==> src/design/tcc_pkg.sv <==
package tcc_pkg;

	// ------------------------------------------------------------
	// Register map and bus widths
	// ------------------------------------------------------------
	localparam int unsigned ADDR_W = 3;
	localparam int unsigned DATA_W = 16;

	localparam logic [2:0] ADDR_CTRL   = 3'h0;
	localparam logic [2:0] ADDR_PRESC  = 3'h1;
	localparam logic [2:0] ADDR_COUNT  = 3'h2;
	localparam logic [2:0] ADDR_PERIOD = 3'h3;
	localparam logic [2:0] ADDR_DUTY   = 3'h4;
	localparam logic [2:0] ADDR_STATUS = 3'h5;

	// ------------------------------------------------------------
	// Field positions
	// ------------------------------------------------------------
	localparam int unsigned CTRL_MODE_LSB = 0;
	localparam int unsigned CTRL_CC0_CAP  = 2;
	localparam int unsigned CTRL_CC1_CAP  = 3;
	localparam int unsigned CTRL_PTOG     = 4;
	localparam int unsigned CTRL_DTOG     = 5;
	localparam int unsigned CTRL_OSP_EN   = 6;
	localparam int unsigned CTRL_OSP_SW   = 7;

	localparam int unsigned PRE_CLK_LSB    = 0;
	localparam int unsigned PRE_EDGE_A_LSB = 2;
	localparam int unsigned PRE_EDGE_B_LSB = 4;

	localparam int unsigned ST_OVF = 0;
	localparam int unsigned ST_PIF = 1;
	localparam int unsigned ST_DIF = 2;
	localparam int unsigned ST_OUT = 3;

	// ------------------------------------------------------------
	// Reset values and constants
	// ------------------------------------------------------------
	localparam logic [15:0] CTRL_RST   = 16'h0000;
	localparam logic [15:0] PRESC_RST  = 16'h0000;
	localparam logic [15:0] CC_RST     = 16'h0000;
	localparam logic [15:0] COUNT_MAX  = 16'hffff;
	localparam logic [1:0]  CLK_SEL_EXT = 2'h3;

	// ------------------------------------------------------------
	// Types
	// ------------------------------------------------------------
	typedef enum logic [1:0] {
		TCC_STOP, TCC_CS_TRIG, TCC_FREE, TCC_CS_MATCH
	} tcc_mode_t;

	typedef enum logic [1:0] {
		TCC_EDGE_FALL, TCC_EDGE_RISE, TCC_EDGE_NONE, TCC_EDGE_BOTH
	} tcc_edge_t;

	typedef enum logic [1:0] {
		TCC_OS_IDLE, TCC_OS_WAIT, TCC_OS_PULSE
	} tcc_os_t;

endpackage : tcc_pkg

==> src/design/tcc_timer.sv <==
// Behaviour
// - Reading the counter never captures into the duty register.
// - While stopped, both trigger pins are ignored.
// - One-shot works only in free-running or trigger-a clear-and-start mode.
// - No one-shot in clear-on-period-match mode.
// - Trigger a as count source disables captures triggered by trigger a.
// - Both edges selected on trigger a: no capture on trigger a.
// - Capture latches on count-clock fall; irq on the next rise.
// - A register in compare mode does not capture.
// - Compare write near a match may miss that match.
// - Counter keeps counting while toggling and period irq are off.
// - Unsafe duty changes may toggle the output at each transfer.
// - Pin high after reset gives a rising edge at first enable.
// - Restart after a stop gives no spurious rising edge.
// - Filter samples on system clock for counting, count clock for capture; trigger b capture also samples on system clock while pin a counts.
// - Edge counts only after two equal consecutive samples.
// - Overflow flag sets when the counter wraps to zero.
// - Capture wins over a read of the capture register.
module tcc_timer
	import tcc_pkg::*;
(
	input  wire logic              CLK_SYS_I,
	input  wire logic              RST_N_I,
	input  wire logic [ADDR_W-1:0] ADDR_I,
	input  wire logic [DATA_W-1:0] WR_DATA_I,
	input  wire logic              WR_EN_I,
	input  wire logic              RD_EN_I,
	output logic      [DATA_W-1:0] RD_DATA_O,
	input  wire logic              TRIGGER_INPUT_A_I,
	input  wire logic              TRIGGER_INPUT_B_I,
	output logic                   TOGGLE_OUTPUT_PIN_O,
	output logic                   PERIOD_MATCH_IRQ_O,
	output logic                   DUTY_MATCH_IRQ_O
);

	// ------------------------------------------------------------
	// Helpers
	// ------------------------------------------------------------
	function automatic logic edge_hit(input logic [1:0] sel,
		input logic rise, input logic fall);
		tcc_edge_t e;
		e = tcc_edge_t'(sel);
		case (e)
			TCC_EDGE_FALL: edge_hit = fall;
			TCC_EDGE_RISE: edge_hit = rise;
			TCC_EDGE_BOTH: edge_hit = rise | fall;
			default:       edge_hit = 1'b0;
		endcase
	endfunction : edge_hit

	// ------------------------------------------------------------
	// State
	// ------------------------------------------------------------
	logic [15:0] ctrl_ff,   nxt_ctrl;
	logic [15:0] presc_ff,  nxt_presc;
	logic [15:0] count_ff,  nxt_count;
	logic [15:0] period_ff, nxt_period;
	logic [15:0] duty_ff,   nxt_duty;
	logic        ovf_ff,    nxt_ovf;
	logic        pif_ff,    nxt_pif;
	logic        dif_ff,    nxt_dif;
	logic [5:0]  div_ff,    nxt_div;
	logic        cclk_ff,   nxt_cclk;
	logic        sa1_ff,    nxt_sa1;
	logic        sa2_ff,    nxt_sa2;
	logic        lva_ff,    nxt_lva;
	logic        sb1_ff,    nxt_sb1;
	logic        sb2_ff,    nxt_sb2;
	logic        lvb_ff,    nxt_lvb;
	logic        seen_ff,   nxt_seen;
	logic        c0p_ff,    nxt_c0p;
	logic        c1p_ff,    nxt_c1p;
	logic        c0i_ff,    nxt_c0i;
	logic        c1i_ff,    nxt_c1i;
	logic        out_ff,    nxt_out;
	logic        pirq_ff,   nxt_pirq;
	logic        dirq_ff,   nxt_dirq;
	logic [15:0] rd_ff,     nxt_rd;
	tcc_os_t     os_ff,     nxt_os;

	tcc_mode_t   mode;
	logic        running, ext, cur_clk, rise_c, fall_c, samp_a, samp_b;
	logic        rise_a, fall_a, rise_b, fall_b, ea, eb, cnt_tick;
	logic        fall_tick, rise_tick, cap0_set, cap1_set, c0_latch;
	logic        c1_latch, osp_ok, osp_trig, trig_clr, pm_raw, pm, dm;
	logic        ovf_set, wr_ctrl, wr_stat;

	// ------------------------------------------------------------
	// Count clock, input filters and edge detection
	// ------------------------------------------------------------
	always_comb begin
		mode    = tcc_mode_t'(ctrl_ff[CTRL_MODE_LSB +: 2]);
		running = (mode != TCC_STOP);
		ext     = (presc_ff[PRE_CLK_LSB +: 2] == CLK_SEL_EXT);
		nxt_div = div_ff + 6'h01;
		case (presc_ff[PRE_CLK_LSB +: 2])
			2'h0:    cur_clk = div_ff[0];
			2'h1:    cur_clk = div_ff[2];
			2'h2:    cur_clk = div_ff[4];
			default: cur_clk = 1'b0;
		endcase
		nxt_cclk = cur_clk;
		rise_c   = cur_clk & ~cclk_ff;
		fall_c   = ~cur_clk & cclk_ff;
		// Before the first start the filters hold at zero so a pin
		// pulled high shows one edge at start; later they track it
		// while stopped so a restart sees no edge
		samp_a = seen_ff & (~running | ext | rise_c);
		samp_b = seen_ff & (~running | ext | rise_c);
		nxt_sa1 = samp_a ? TRIGGER_INPUT_A_I : sa1_ff;
		nxt_sa2 = samp_a ? sa1_ff : sa2_ff;
		nxt_sb1 = samp_b ? TRIGGER_INPUT_B_I : sb1_ff;
		nxt_sb2 = samp_b ? sb1_ff : sb2_ff;
		nxt_lva = (sa1_ff == sa2_ff) ? sa1_ff : lva_ff;
		nxt_lvb = (sb1_ff == sb2_ff) ? sb1_ff : lvb_ff;
		rise_a  = nxt_lva & ~lva_ff;
		fall_a  = ~nxt_lva & lva_ff;
		rise_b  = nxt_lvb & ~lvb_ff;
		fall_b  = ~nxt_lvb & lvb_ff;
		nxt_seen = seen_ff | running;
		ea = running & edge_hit(presc_ff[PRE_EDGE_A_LSB +: 2],
			rise_a, fall_a);
		eb = running & edge_hit(presc_ff[PRE_EDGE_B_LSB +: 2],
			rise_b, fall_b);
		cnt_tick  = running & (ext ? ea : rise_c);
		fall_tick = ext | fall_c;
		rise_tick = ext | rise_c;
	end

	// ------------------------------------------------------------
	// Counter, compare, one-shot and captures
	// ------------------------------------------------------------
	always_comb begin
		osp_ok = ctrl_ff[CTRL_OSP_EN] &
			((mode == TCC_FREE) | (mode == TCC_CS_TRIG));
		wr_ctrl  = WR_EN_I & (ADDR_I == ADDR_CTRL);
		wr_stat  = WR_EN_I & (ADDR_I == ADDR_STATUS);
		osp_trig = osp_ok & (os_ff == TCC_OS_IDLE) &
			((wr_ctrl & WR_DATA_I[CTRL_OSP_SW]) |
			((mode == TCC_CS_TRIG) & ea));
		// Outside one-shot a trigger-a edge restarts the count in clear-and-start mode, unless pin a is the count source
		trig_clr = osp_trig | (~osp_ok & (mode == TCC_CS_TRIG) & ea & ~ext);
		pm_raw = (count_ff == period_ff);
		// A write landing on the match cycle compares old value
		pm = cnt_tick & ~ctrl_ff[CTRL_CC0_CAP] & pm_raw;
		dm = cnt_tick & ~ctrl_ff[CTRL_CC1_CAP] &
			(count_ff == duty_ff);
		ovf_set = cnt_tick & ~trig_clr & (count_ff == COUNT_MAX);
		nxt_count = count_ff;
		if (!running) begin
			nxt_count = '0;
		end else if (trig_clr) begin
			nxt_count = '0;
		end else if (cnt_tick) begin
			if ((mode == TCC_CS_MATCH) && pm_raw) begin
				nxt_count = '0;
			end else begin
				nxt_count = count_ff + 16'h0001;
			end
		end
		// Trigger b feeds the period register, trigger a the duty one
		cap0_set = eb & ctrl_ff[CTRL_CC0_CAP];
		cap1_set = ea & ctrl_ff[CTRL_CC1_CAP] & ~ext &
			(presc_ff[PRE_EDGE_A_LSB +: 2] != 2'(TCC_EDGE_BOTH));
		c0_latch = c0p_ff & fall_tick & running;
		c1_latch = c1p_ff & fall_tick & running;
		nxt_c0p = running & (cap0_set | (c0p_ff & ~fall_tick));
		nxt_c1p = running & (cap1_set | (c1p_ff & ~fall_tick));
		nxt_c0i = running & (c0_latch | (c0i_ff & ~rise_tick));
		nxt_c1i = running & (c1_latch | (c1i_ff & ~rise_tick));
		nxt_os  = os_ff;
		nxt_out = out_ff;
		if (!osp_ok) begin
			nxt_os = TCC_OS_IDLE;
			// Each enabled match toggles (period and duty in one cycle cancel), so a duty value that moves past the
			// count more than once flips the pin each time
			if ((pm && ctrl_ff[CTRL_PTOG]) ^ (dm && ctrl_ff[CTRL_DTOG])) begin
				nxt_out = ~out_ff;
			end
		end else begin
			case (os_ff)
				TCC_OS_IDLE: begin
					if (osp_trig) begin
						nxt_os = TCC_OS_WAIT;
					end
				end
				TCC_OS_WAIT: begin
					if (dm) begin
						nxt_os  = TCC_OS_PULSE;
						nxt_out = 1'b1;
					end
				end
				TCC_OS_PULSE: begin
					if (pm) begin
						nxt_os  = TCC_OS_IDLE;
						nxt_out = 1'b0;
					end
				end
				default: nxt_os = TCC_OS_IDLE;
			endcase
		end
		nxt_pirq = pm | (c0i_ff & rise_tick);
		nxt_dirq = dm | (c1i_ff & rise_tick);
	end

	// ------------------------------------------------------------
	// Register port
	// ------------------------------------------------------------
	always_comb begin
		nxt_ctrl   = ctrl_ff;
		nxt_presc  = presc_ff;
		nxt_period = period_ff;
		nxt_duty   = duty_ff;
		if (wr_ctrl) begin
			nxt_ctrl = WR_DATA_I & ~(16'h0001 << CTRL_OSP_SW);
		end
		if (WR_EN_I && (ADDR_I == ADDR_PRESC)) begin
			nxt_presc = WR_DATA_I;
		end
		// Capture has priority over a software write or read
		if (c0_latch) begin
			nxt_period = count_ff;
		end else if (WR_EN_I && (ADDR_I == ADDR_PERIOD)) begin
			nxt_period = WR_DATA_I;
		end
		if (c1_latch) begin
			nxt_duty = count_ff;
		end else if (WR_EN_I && (ADDR_I == ADDR_DUTY)) begin
			nxt_duty = WR_DATA_I;
		end
		// Write-one-to-clear; a set in the same cycle wins
		nxt_ovf = ovf_set | (ovf_ff & ~(wr_stat & WR_DATA_I[ST_OVF]));
		nxt_pif = nxt_pirq | (pif_ff & ~(wr_stat & WR_DATA_I[ST_PIF]));
		nxt_dif = nxt_dirq | (dif_ff & ~(wr_stat & WR_DATA_I[ST_DIF]));
		nxt_rd = '0;
		if (RD_EN_I) begin
			case (ADDR_I)
				ADDR_CTRL:   nxt_rd = ctrl_ff;
				ADDR_PRESC:  nxt_rd = presc_ff;
				ADDR_COUNT:  nxt_rd = count_ff;
				ADDR_PERIOD: nxt_rd = period_ff;
				ADDR_DUTY:   nxt_rd = duty_ff;
				ADDR_STATUS: nxt_rd = {12'h000, out_ff, dif_ff, pif_ff, ovf_ff};
				default:     nxt_rd = '0;
			endcase
		end
	end

	// ------------------------------------------------------------
	// Flip-flops
	// ------------------------------------------------------------
	always_ff @(posedge CLK_SYS_I) begin
		if (!RST_N_I) begin
			ctrl_ff   <= CTRL_RST;
			presc_ff  <= PRESC_RST;
			count_ff  <= '0;
			period_ff <= CC_RST;
			duty_ff   <= CC_RST;
			ovf_ff    <= 1'b0;
			pif_ff    <= 1'b0;
			dif_ff    <= 1'b0;
			div_ff    <= '0;
			cclk_ff   <= 1'b0;
			sa1_ff    <= 1'b0;
			sa2_ff    <= 1'b0;
			lva_ff    <= 1'b0;
			sb1_ff    <= 1'b0;
			sb2_ff    <= 1'b0;
			lvb_ff    <= 1'b0;
			seen_ff   <= 1'b0;
			c0p_ff    <= 1'b0;
			c1p_ff    <= 1'b0;
			c0i_ff    <= 1'b0;
			c1i_ff    <= 1'b0;
			out_ff    <= 1'b0;
			pirq_ff   <= 1'b0;
			dirq_ff   <= 1'b0;
			rd_ff     <= '0;
			os_ff     <= TCC_OS_IDLE;
		end else begin
			ctrl_ff   <= nxt_ctrl;
			presc_ff  <= nxt_presc;
			count_ff  <= nxt_count;
			period_ff <= nxt_period;
			duty_ff   <= nxt_duty;
			ovf_ff    <= nxt_ovf;
			pif_ff    <= nxt_pif;
			dif_ff    <= nxt_dif;
			div_ff    <= nxt_div;
			cclk_ff   <= nxt_cclk;
			sa1_ff    <= nxt_sa1;
			sa2_ff    <= nxt_sa2;
			lva_ff    <= nxt_lva;
			sb1_ff    <= nxt_sb1;
			sb2_ff    <= nxt_sb2;
			lvb_ff    <= nxt_lvb;
			seen_ff   <= nxt_seen;
			c0p_ff    <= nxt_c0p;
			c1p_ff    <= nxt_c1p;
			c0i_ff    <= nxt_c0i;
			c1i_ff    <= nxt_c1i;
			out_ff    <= nxt_out;
			pirq_ff   <= nxt_pirq;
			dirq_ff   <= nxt_dirq;
			rd_ff     <= nxt_rd;
			os_ff     <= nxt_os;
		end
	end

	assign RD_DATA_O           = rd_ff;
	assign TOGGLE_OUTPUT_PIN_O = out_ff;
	assign PERIOD_MATCH_IRQ_O  = pirq_ff;
	assign DUTY_MATCH_IRQ_O    = dirq_ff;

	// ------------------------------------------------------------
	// Assertions
	// ------------------------------------------------------------
	stop_ignores_pins_a: assert property (@(posedge CLK_SYS_I)
		disable iff (!RST_N_I)
		!running |=> (!c0p_ff && !c1p_ff && ($past(WR_EN_I)
			|| ($stable(period_ff) && $stable(duty_ff)))))
		else $error("capture pending while stopped");

	overflow_wrap_a: assert property (@(posedge CLK_SYS_I)
		disable iff (!RST_N_I)
		(cnt_tick && !trig_clr && count_ff == COUNT_MAX)
		|=> (ovf_ff && count_ff == 16'h0000))
		else $error("wrap without overflow flag");

	ext_no_capture_a: assert property (@(posedge CLK_SYS_I)
		disable iff (!RST_N_I)
		ext |-> !cap1_set)
		else $error("capture on count source pin");

	both_edge_skip_a: assert property (@(posedge CLK_SYS_I)
		disable iff (!RST_N_I)
		(presc_ff[PRE_EDGE_A_LSB +: 2] == 2'h3) |-> !cap1_set)
		else $error("capture with both edges selected");

	capture_latch_a: assert property (@(posedge CLK_SYS_I)
		disable iff (!RST_N_I)
		(c1p_ff && fall_tick && running)
		|=> (duty_ff == $past(count_ff)) ##0 c1i_ff)
		else $error("capture did not latch the count");

	oneshot_mode_a: assert property (@(posedge CLK_SYS_I)
		disable iff (!RST_N_I)
		(mode == TCC_CS_MATCH) |=> (os_ff == TCC_OS_IDLE))
		else $error("one-shot active in period-match mode");

	count_step_a: assert property (@(posedge CLK_SYS_I)
		disable iff (!RST_N_I)
		(cnt_tick && !trig_clr && mode != TCC_CS_MATCH)
		|=> count_ff == $past(count_ff) + 16'h0001)
		else $error("counter did not step by one");

	read_no_capture_a: assert property (@(posedge CLK_SYS_I)
		disable iff (!RST_N_I)
		(RD_EN_I && ADDR_I == ADDR_COUNT && !c1_latch)
		|=> $stable(duty_ff))
		else $error("count read changed the duty register");

	filter_two_a: assert property (@(posedge CLK_SYS_I)
		disable iff (!RST_N_I)
		rise_a |-> (sa1_ff && sa2_ff && $past(samp_a)))
		else $error("edge taken without two samples");

endmodule : tcc_timer

==> config.mk <==
export PLATFORM = sky130hd
export DESIGN_NAME = tcc_timer
export DESIGN_NICKNAME = d
export VERILOG_FILES = /design/src/design/tcc_pkg.sv /design/src/design/tcc_timer.sv
export SDC_FILE = /design/constraint.sdc
export NUM_CORES = 1
export LEC_CHECK = 0
export ABC_AREA = 1
export BUFFER_PORTS_ARGS = -buffer_cell sky130_fd_sc_hd__buf_2
export CAP_MARGIN = 5
export CORE_MARGIN = 2
export CORE_UTILIZATION = 51
export CTS_BUF_LIST = sky130_fd_sc_hd__clkbuf_4
export CTS_CLUSTER_SIZE = 28
export DETAILED_ROUTE_END_ITERATION = 6
export GPL_ROUTABILITY_DRIVEN = 0
export PLACE_DENSITY = 0.69
export SLEW_MARGIN = 20
export SYNTH_ARGS = -nofsm -noshare
export SYNTH_HDL_FRONTEND = slang
export SYNTH_SLANG_ARGS = --single-unit
==> constraint.sdc <==
create_clock -name CLK_SYS_I -period 2.1 [get_ports CLK_SYS_I]
set_input_delay 0.525 -clock CLK_SYS_I [delete_from_list [all_inputs] [get_ports CLK_SYS_I]]
set_output_delay 0.525 -clock CLK_SYS_I [all_outputs]
set_load 0.03 [all_outputs]
==> summary.log, run 1 <==
[outcome] run status complete, but fails checks
[outcome] violations in the final reports design-rule violations, negative setup slack
[setup_path] sort of element at the start of the critical path flip-flop
[placement] count of input and output buffers 43
[clock_network] CTS buffer count 17
[placement] Placement Cell Area 6700 um2
[final_layout] antenna diode count 0
[floorplanning] Boundary Pins 44
[sta] clock period minus worst slack 2160 ps
[floorplanning] Cell Rows 39
[clock_network] Post-CTS Hold Buffers 0
[logic_synthesis] netlist area before placement 6060 um2
[detailed_routing] ratio of routed vias to standard cells 5.51
[setup_path] Crit Path Class flip-flop to flip-flop
[detailed_routing] Routed Wire Length 18.0 mm
[detailed_routing] vias after detailed routing 6222
[placement] detailed placer's ending HPWL 12.9 mm
[sta] Worst Max-Slew Pin Slew 563 ps
[final_layout] synthesis-to-finish area growth 17.2%
[sta] final cycle utilization of the critical path 1.03
[global_routing] initial antenna violation count 0
[global_routing] largest net degree at the start of global routing 35
[sta] post-route worst setup slack -61.8 ps
[global_routing] number of global-route vias before repair 5459
[global_routing] Overflow after GRT 0
[floorplanning] Die X-Extent 113 um
[final_layout] area taken by multi-input logic gates 3150 um2
[clock_network] maximum root-to-sink buffer count 2
[final_layout] share of the core filled with cells in the final layout 0.617
[final_layout] fillers 1076
[run] number of max-capacitance violations reported 0
[sta] number of slew-limit violations in the final report 0
[setup_path] crit path cell chain a21oi_2, a21oi_2, ha_1, nand2_1, nand3_2, nand2_2, buf_4, nand3_1, nand2_1, nand4_1, nand4_1, inv_2, nand2_4, nor3_2
[floorplanning] effective utilization at floorplan 0.526
[sta] worst-case headroom to the max-slew limit 0.624
[logic_synthesis] Post-synth top flop sky130_fd_sc_hd__dfxtp_1
[sta] Setup violations, final 10
[global_routing] first-pass GRT wire length 28.5 mm
[logic_synthesis] number of register bits inferred by synthesis 120
[global_routing] all-layer global routing usage 0.287
[clock_network] Clock transition at path regs 110 ps
[pwr] P per Cell Area 630 nW/um2
[final_layout] FF/Latch Area 2410 um2
[floorplanning] core area 11500 um2
[detailed_routing] Avg WL per Cell 16.0 um
[setup_path] largest fanout of any net on the critical path 6
[detailed_routing] final routed DRC violation total 3
[setup_path] biggest cell delay along the critical path 330 ps
[sta] final count of hold timing violations 0
[setup_path] kind of end point of the critical path flip-flop
[sta] Peak Freq 463 MHz
[floorplanning] die outline area 12800 um2
[placement] setup slack after placement -114 ps
[detailed_routing] count of TritonRoute iterations in the first routing pass 7
[clock_network] number of sinks on the clock net 120
[logic_synthesis] average cell area after synthesis 6.76 um2
[sta] unrepaired setup endpoints after global routing true
[pwr] Power, Total 4470 uW
[clock_network] # H-tree levels 4
[logic_synthesis] Cells after Synth 897
[final_layout] layout cell share with drive strength beyond 1 0.174
[clock_network] cell at the root of the clock tree sky130_fd_sc_hd__clkbuf_4
[clock_network] later-pin clock latency in the skew report 560 ps
[final_layout] final std cell area, no fill 7100 um2
[logic_synthesis] Mapped Nets 930
[setup_path] Crit-path slowest cell sky130_fd_sc_hd__dfxtp_2
[setup_path] data arrival time of the worst path 2670 ps
[pwr] leakage power summed over all cells 0.00294 uW
[final_layout] NumNets Final 1007
[setup_path] Required @ worst endpoint 2610 ps
[sta] Worst Skew 15.4 ps
[logic_synthesis] total number of yosys warnings 0
[worst_hold_path] path class of the lowest-slack min-delay path primary input to flip-flop
[detailed_routing] number of nets with antenna violations after detailed routing 0
[detailed_routing] number of DRC violations after detailed-routing iteration 0 690
[logic_synthesis] Async S/R FF share, synth 0
[clock_network] TritonCTS clock tree built
[logic_synthesis] sequential area share after synthesis 0.396
[pwr] worst IR drop on VDD 496 uV
[logic_synthesis] number of enable-type register cells in the synthesized netlist 0
[floorplanning] die outline height 113 um
[logic_synthesis] number of distinct library cell variants in the gate-level netlist after synthesis 41
registers in the layout, indices dropped and copies added (netlist names), 2 cells and up:
signal and cells:
duty_ff 16, presc_ff 16, count_ff 16, ctrl_ff 15
period_ff 16, os_ff 2, RD_DATA_O 16, div_ff 5
timing repair:
action | in CTS | in global routing
buffers inserted | 1 | 5
gates resized for setup | 8 | 18
pin swaps | 2 | 13
setup endpoints to repair | 14 | 14
gates cloned | 0 | 1
per-stage QoR:
stage | TNS (ps) | hold slack (ps) | std cells
after global routing | -2140 | 185 | 1129
after global placement | 0 | 440 | 1091
after detailed placement | -615 | 443 | 1091
after floorplan | 0 | 429 | 897
after CTS | 0 | 181 | 1123
final | -264 | 181 | 1129
cell families after synthesis:
logic type,Yosys count,share of synthesized area
mux,2,0.00372
flops,120,0.396
simple gates,370,0.260
compound gates,242,0.216
buf+inv,147,0.0962
xor+xnor,8,0.0116
fa+ha+maj,8,0.0165
synthesized netlist by cell type, types with 8 or more instances:
library cell	number	area share
sky130_fd_sc_hd__o21ai_0	96	0.079
sky130_fd_sc_hd__nand3_1	20	0.017
sky130_fd_sc_hd__nand4_1	12	0.012
sky130_fd_sc_hd__inv_1	104	0.064
sky130_fd_sc_hd__a21oi_1	87	0.072
sky130_fd_sc_hd__o22ai_1	30	0.031
sky130_fd_sc_hd__a211oi_1	13	0.016
sky130_fd_sc_hd__dfxtp_1	120	0.40
sky130_fd_sc_hd__nor2_1	91	0.056
sky130_fd_sc_hd__nor3_1	10	0.0083
sky130_fd_sc_hd__clkbuf_1	24	0.015
sky130_fd_sc_hd__ha_1	8	0.017
sky130_fd_sc_hd__o21ai_1	8	0.0066
sky130_fd_sc_hd__nand2_1	211	0.13
worst max-delay path: cells and delay by family, from the launching register on:
family | cells | cell delay (ps)
compound gates | 2 | 230
fa+ha+maj | 1 | 290
buf+inv | 2 | 350
flops | 1 | 330
simple gates | 9 | 910
worst paths after layout:
check,startpoint,to,slack [ps],cells past startpoint
worst max-delay path,sa2_ff$_SDFFE_PN0P_,count_ff[14]$_SDFFE_PP0N_,-60,14
worst min-delay path,TRIGGER_INPUT_B_I,sb1_ff$_SDFFE_PN0P_,180,3
worst max register to register,sa2_ff$_SDFFE_PN0P_,count_ff[14]$_SDFFE_PP0N_,-60,14
worst min register to register,ctrl_ff[9]$_SDFFE_PN0P_,ctrl_ff[9]$_SDFFE_PN0P_,450,2
area by class of cell:
class	instances	area share
Timing Repair Buffer	92	0.0932
Inverter	112	0.0603
Clock buffer	19	0.0201
Sequential cell	120	0.339
Tap cell	143	0.0252
Multi-Input combinational cell	631	0.444
Clock inverter	12	0.0189
cell usage in the layout, fill, tap and decap left out, types with 4 or more instances in the layout:
cell	n
sky130_fd_sc_hd__nand2_1	209
sky130_fd_sc_hd__dfxtp_1	117
sky130_fd_sc_hd__inv_1	102
sky130_fd_sc_hd__o21ai_0	94
sky130_fd_sc_hd__nor2_1	87
sky130_fd_sc_hd__a21oi_1	85
sky130_fd_sc_hd__buf_2	43
sky130_fd_sc_hd__buf_4	42
sky130_fd_sc_hd__o22ai_1	30
sky130_fd_sc_hd__clkbuf_4	19
sky130_fd_sc_hd__nand3_1	17
sky130_fd_sc_hd__a211oi_1	13
sky130_fd_sc_hd__nand4_1	12
sky130_fd_sc_hd__inv_2	9
sky130_fd_sc_hd__nor2_2	9
sky130_fd_sc_hd__nor3_1	9
sky130_fd_sc_hd__o21ai_1	9
sky130_fd_sc_hd__ha_1	8
sky130_fd_sc_hd__nand3_2	7
sky130_fd_sc_hd__nand2_2	7
sky130_fd_sc_hd__xor2_1	6
sky130_fd_sc_hd__buf_12	6
sky130_fd_sc_hd__clkinv_2	5
sky130_fd_sc_hd__nand2_4	4
report_power, final:
group	switching [uW]	internal [uW]
clock	871	821
sequential	30.3	2330
combinational	281	140
metal layers:
metal,up-vias,wire length [um],GRT usage
met2,230,7830,0.431
li1,3106,-,-
met1,2855,8470,0.416
met5,-,0,0
met4,0,370,0.0927
met3,31,1330,0.0530
Power figures use the tool's default switching activity.
==> inputs of run 2 (changes only) <==
--- a/config.mk
+++ b/config.mk
@@ -6,15 +6,15 @@
 export NUM_CORES = 1
 export LEC_CHECK = 0
 export ABC_AREA = 1
-export BUFFER_PORTS_ARGS = -buffer_cell sky130_fd_sc_hd__buf_2
 export CAP_MARGIN = 5
 export CORE_MARGIN = 2
 export CORE_UTILIZATION = 51
 export CTS_BUF_LIST = sky130_fd_sc_hd__clkbuf_4
 export CTS_CLUSTER_SIZE = 28
 export DETAILED_ROUTE_END_ITERATION = 6
+export DONT_BUFFER_PORTS = 1
 export GPL_ROUTABILITY_DRIVEN = 0
-export PLACE_DENSITY = 0.69
+export PLACE_DENSITY = 0.66
 export SLEW_MARGIN = 20
 export SYNTH_ARGS = -nofsm -noshare
 export SYNTH_HDL_FRONTEND = slang
==> run 2 against run 1 <==
Cell area down 5.1%. Combinational power shrank 22%. First-iteration DRC count down 8.3%. The flow finishes with violations (design-rule violations). Largest cell class unchanged. Highest routed layer unchanged. Critical path type unchanged.
==> summary.log, run 2 (synthesis results as in run 1) <==
[run] number of max-capacitance violations reported 0
[setup_path] sort of element at the start of the critical path flip-flop
[setup_path] largest fanout of any net on the critical path 6
[pwr] worst IR drop on VDD 363 uV
[final_layout] synthesis-to-finish area growth 11.1%
[sta] post-route worst setup slack 13.3 ps
[sta] Worst Skew 15.6 ps
[sta] Worst Max-Slew Pin Slew 948 ps
[detailed_routing] amount of wire on met2 after detailed routing 7.96 mm
[setup_path] Required @ worst endpoint 2550 ps
[setup_path] data arrival time of the worst path 2530 ps
[clock_network] cell at the root of the clock tree sky130_fd_sc_hd__clkbuf_4
[final_layout] number of non-filler instances in the completed layout 1069
[clock_network] maximum root-to-sink buffer count 2
[placement] count of input and output buffers 0
[placement] count of placed standard cells including taps 1032
[sta] final count of hold timing violations 0
[floorplanning] die outline height 113 um
[floorplanning] Boundary Pins 44
[setup_path] crit-path most repeated cell sky130_fd_sc_hd__nand2_4
[setup_path] R2R Path Start lva_ff$_SDFF_PN0_
[clock_network] TritonCTS clock tree built
[floorplanning] Cell Rows 39
[global_routing] number of global-route vias before repair 5785
[sta] Setup violations, final 0
[outcome] run status complete, but fails checks
[sta] worst-case headroom to the max-slew limit 0.367
[outcome] violations in the final reports design-rule violations
[global_routing] Overflow after GRT 0
[pwr] P per Cell Area 653 nW/um2
[floorplanning] Die X-Extent 113 um
[final_layout] antenna diode count 0
[setup_path] source of the critical timing path lva_ff$_SDFF_PN0_
[placement] detailed placer's ending HPWL 13.1 mm
[detailed_routing] count of TritonRoute iterations in the first routing pass 7
[detailed_routing] Avg WL per Cell 17.2 um
[clock_network] CTS buffer count 17
[sta] number of slew-limit violations in the final report 0
[clock_network] # H-tree levels 4
[pwr] leakage power summed over all cells 0.00265 uW
[clock_network] number of sinks on the clock net 120
[detailed_routing] Routed Wire Length 18.4 mm
[detailed_routing] vias after detailed routing 6200
[final_layout] most frequent standard cell in the layout excluding fill and tap cells sky130_fd_sc_hd__nand2_1
[floorplanning] core area 11500 um2
[sta] unrepaired setup endpoints after global routing true
[global_routing] all-layer global routing usage 0.300
[global_routing] first-pass GRT wire length 30.1 mm
[clock_network] later-pin clock latency in the skew report 560 ps
[sta] Peak Freq 479 MHz
[final_layout] commonest non-fill, non-tap cells in the layout 208 x sky130_fd_sc_hd__nand2_1, 117 x sky130_fd_sc_hd__dfxtp_1, 101 x sky130_fd_sc_hd__inv_1
[worst_hold_path] path class of the lowest-slack min-delay path primary input to flip-flop
[setup_path] Crit Path Class flip-flop to flip-flop
[sta] final cycle utilization of the critical path 0.994
[sta] summed negative setup slack over all endpoints 0 ps
[final_layout] share of the core filled with cells in the final layout 0.585
[setup_path] crit path cell chain a21oi_4, a21oi_2, ha_1, nand2_1, nand3_2, nand2_2, nand2_2, nand2_4, nand2_4, inv_6, buf_4, nand3_2, nand2_4, a21oi_1
[sta] clock period minus worst slack 2090 ps
[detailed_routing] routed length on met3 1.49 mm
[detailed_routing] routed length on met1 8.28 mm
[clock_network] Clock transition at path regs 100 ps
[detailed_routing] final routed DRC violation total 3
[floorplanning] effective utilization at floorplan 0.526
[detailed_routing] uppermost routed layer met4
[global_routing] initial antenna violation count 0
[final_layout] layout cell share with drive strength beyond 1 0.122
[global_routing] largest net degree at the start of global routing 73
[detailed_routing] number of nets with antenna violations after detailed routing 0
[setup_path] Crit-path slowest cell sky130_fd_sc_hd__dfxtp_4
[final_layout] NumNets Final 946
[placement] setup slack after placement -88.4 ps
[detailed_routing] number of DRC violations after detailed-routing iteration 0 633
[final_layout] fillers 1085
[detailed_routing] ratio of routed vias to standard cells 5.80
[worst_hold_path] startpoint of the most critical hold path RST_N_I
[clock_network] Post-CTS Hold Buffers 0
[setup_path] kind of end point of the critical path flip-flop
[floorplanning] die outline area 12800 um2
[setup_path] biggest cell delay along the critical path 370 ps
run 2: changes by cell type in the layout (fill, tap and decap cells not counted), moves of 2 or more:
cell | previous run | this run
sky130_fd_sc_hd__buf_12 | 6 | 3
sky130_fd_sc_hd__buf_2 | 43 | 0
sky130_fd_sc_hd__buf_4 | 42 | 28
sky130_fd_sc_hd__clkinv_2 | 5 | 7
sky130_fd_sc_hd__dfxtp_2 | 3 | 1
sky130_fd_sc_hd__dfxtp_4 | 0 | 2
sky130_fd_sc_hd__nor2_1 | 87 | 89
sky130_fd_sc_hd__nor2_2 | 9 | 7
run 2: what timing repair did:
action                                  CTS  global route
endpoints found under the setup margin   15            15
buffers inserted                          3             1
resized for setup                        10            19
pin swaps                                 9            12
gates cloned                              0             1
run 2: per-stage QoR:
step                      cell area [um2]  total power (uW)  hold WS, ps
after floorplan                      6060              2650          429
after global placement               6320              2720          438
after detailed placement             6320              2730          447
after CTS                            6660              4420         44.6
after global routing                 6740              4600         48.4
final                                6740              4400         93.8
run 2: path summary, 6_finish.rpt:
check	depth (start not counted)	end	slack (ps)
max reg2reg	14	count_ff[1]$_SDFFE_PP0N_	10
max	14	count_ff[1]$_SDFFE_PP0N_	10
min	2	div_ff[1]$_SDFF_PN0_	90
min reg2reg	2	ctrl_ff[15]$_SDFFE_PN0P_	460
run 2: area by class of cell:
cell class	instances	area (um2)	share of cell area
Multi-Input combinational cell	631	3170	0.470
Timing Repair Buffer	31	270	0.0401
Clock buffer	20	150	0.0223
Clock inverter	12	133	0.0197
Tap cell	143	179	0.0266
Inverter	112	425	0.0632
Sequential cell	120	2410	0.358
run 2: metal layers:
layer / GRT usage / vias to the layer above
li1: - / 2979
met1: 0.409 / 2888
met2: 0.449 / 278
met3: 0.0803 / 55
met4: 0.129 / 0
met5: 0 / -
run 2: report_power, final:
part	total, uW	switching [uW]	leakage, uW	internal (uW)
Clock	1710	866	0.000165	841
Combinational	330	224	0.00151	106
Sequential	2360	38.8	0.000973	2330
Total	4400	1130	0.00265	3270
run 2: critical path, delay by kind of cell (launching register included):
family	cells	cell delay [ps]
AOI/OAI and AO/OA	3	260
adders and majority gates	1	270
buffers and inverters	2	240
DFF	1	370
and+or+nand+nor	8	840
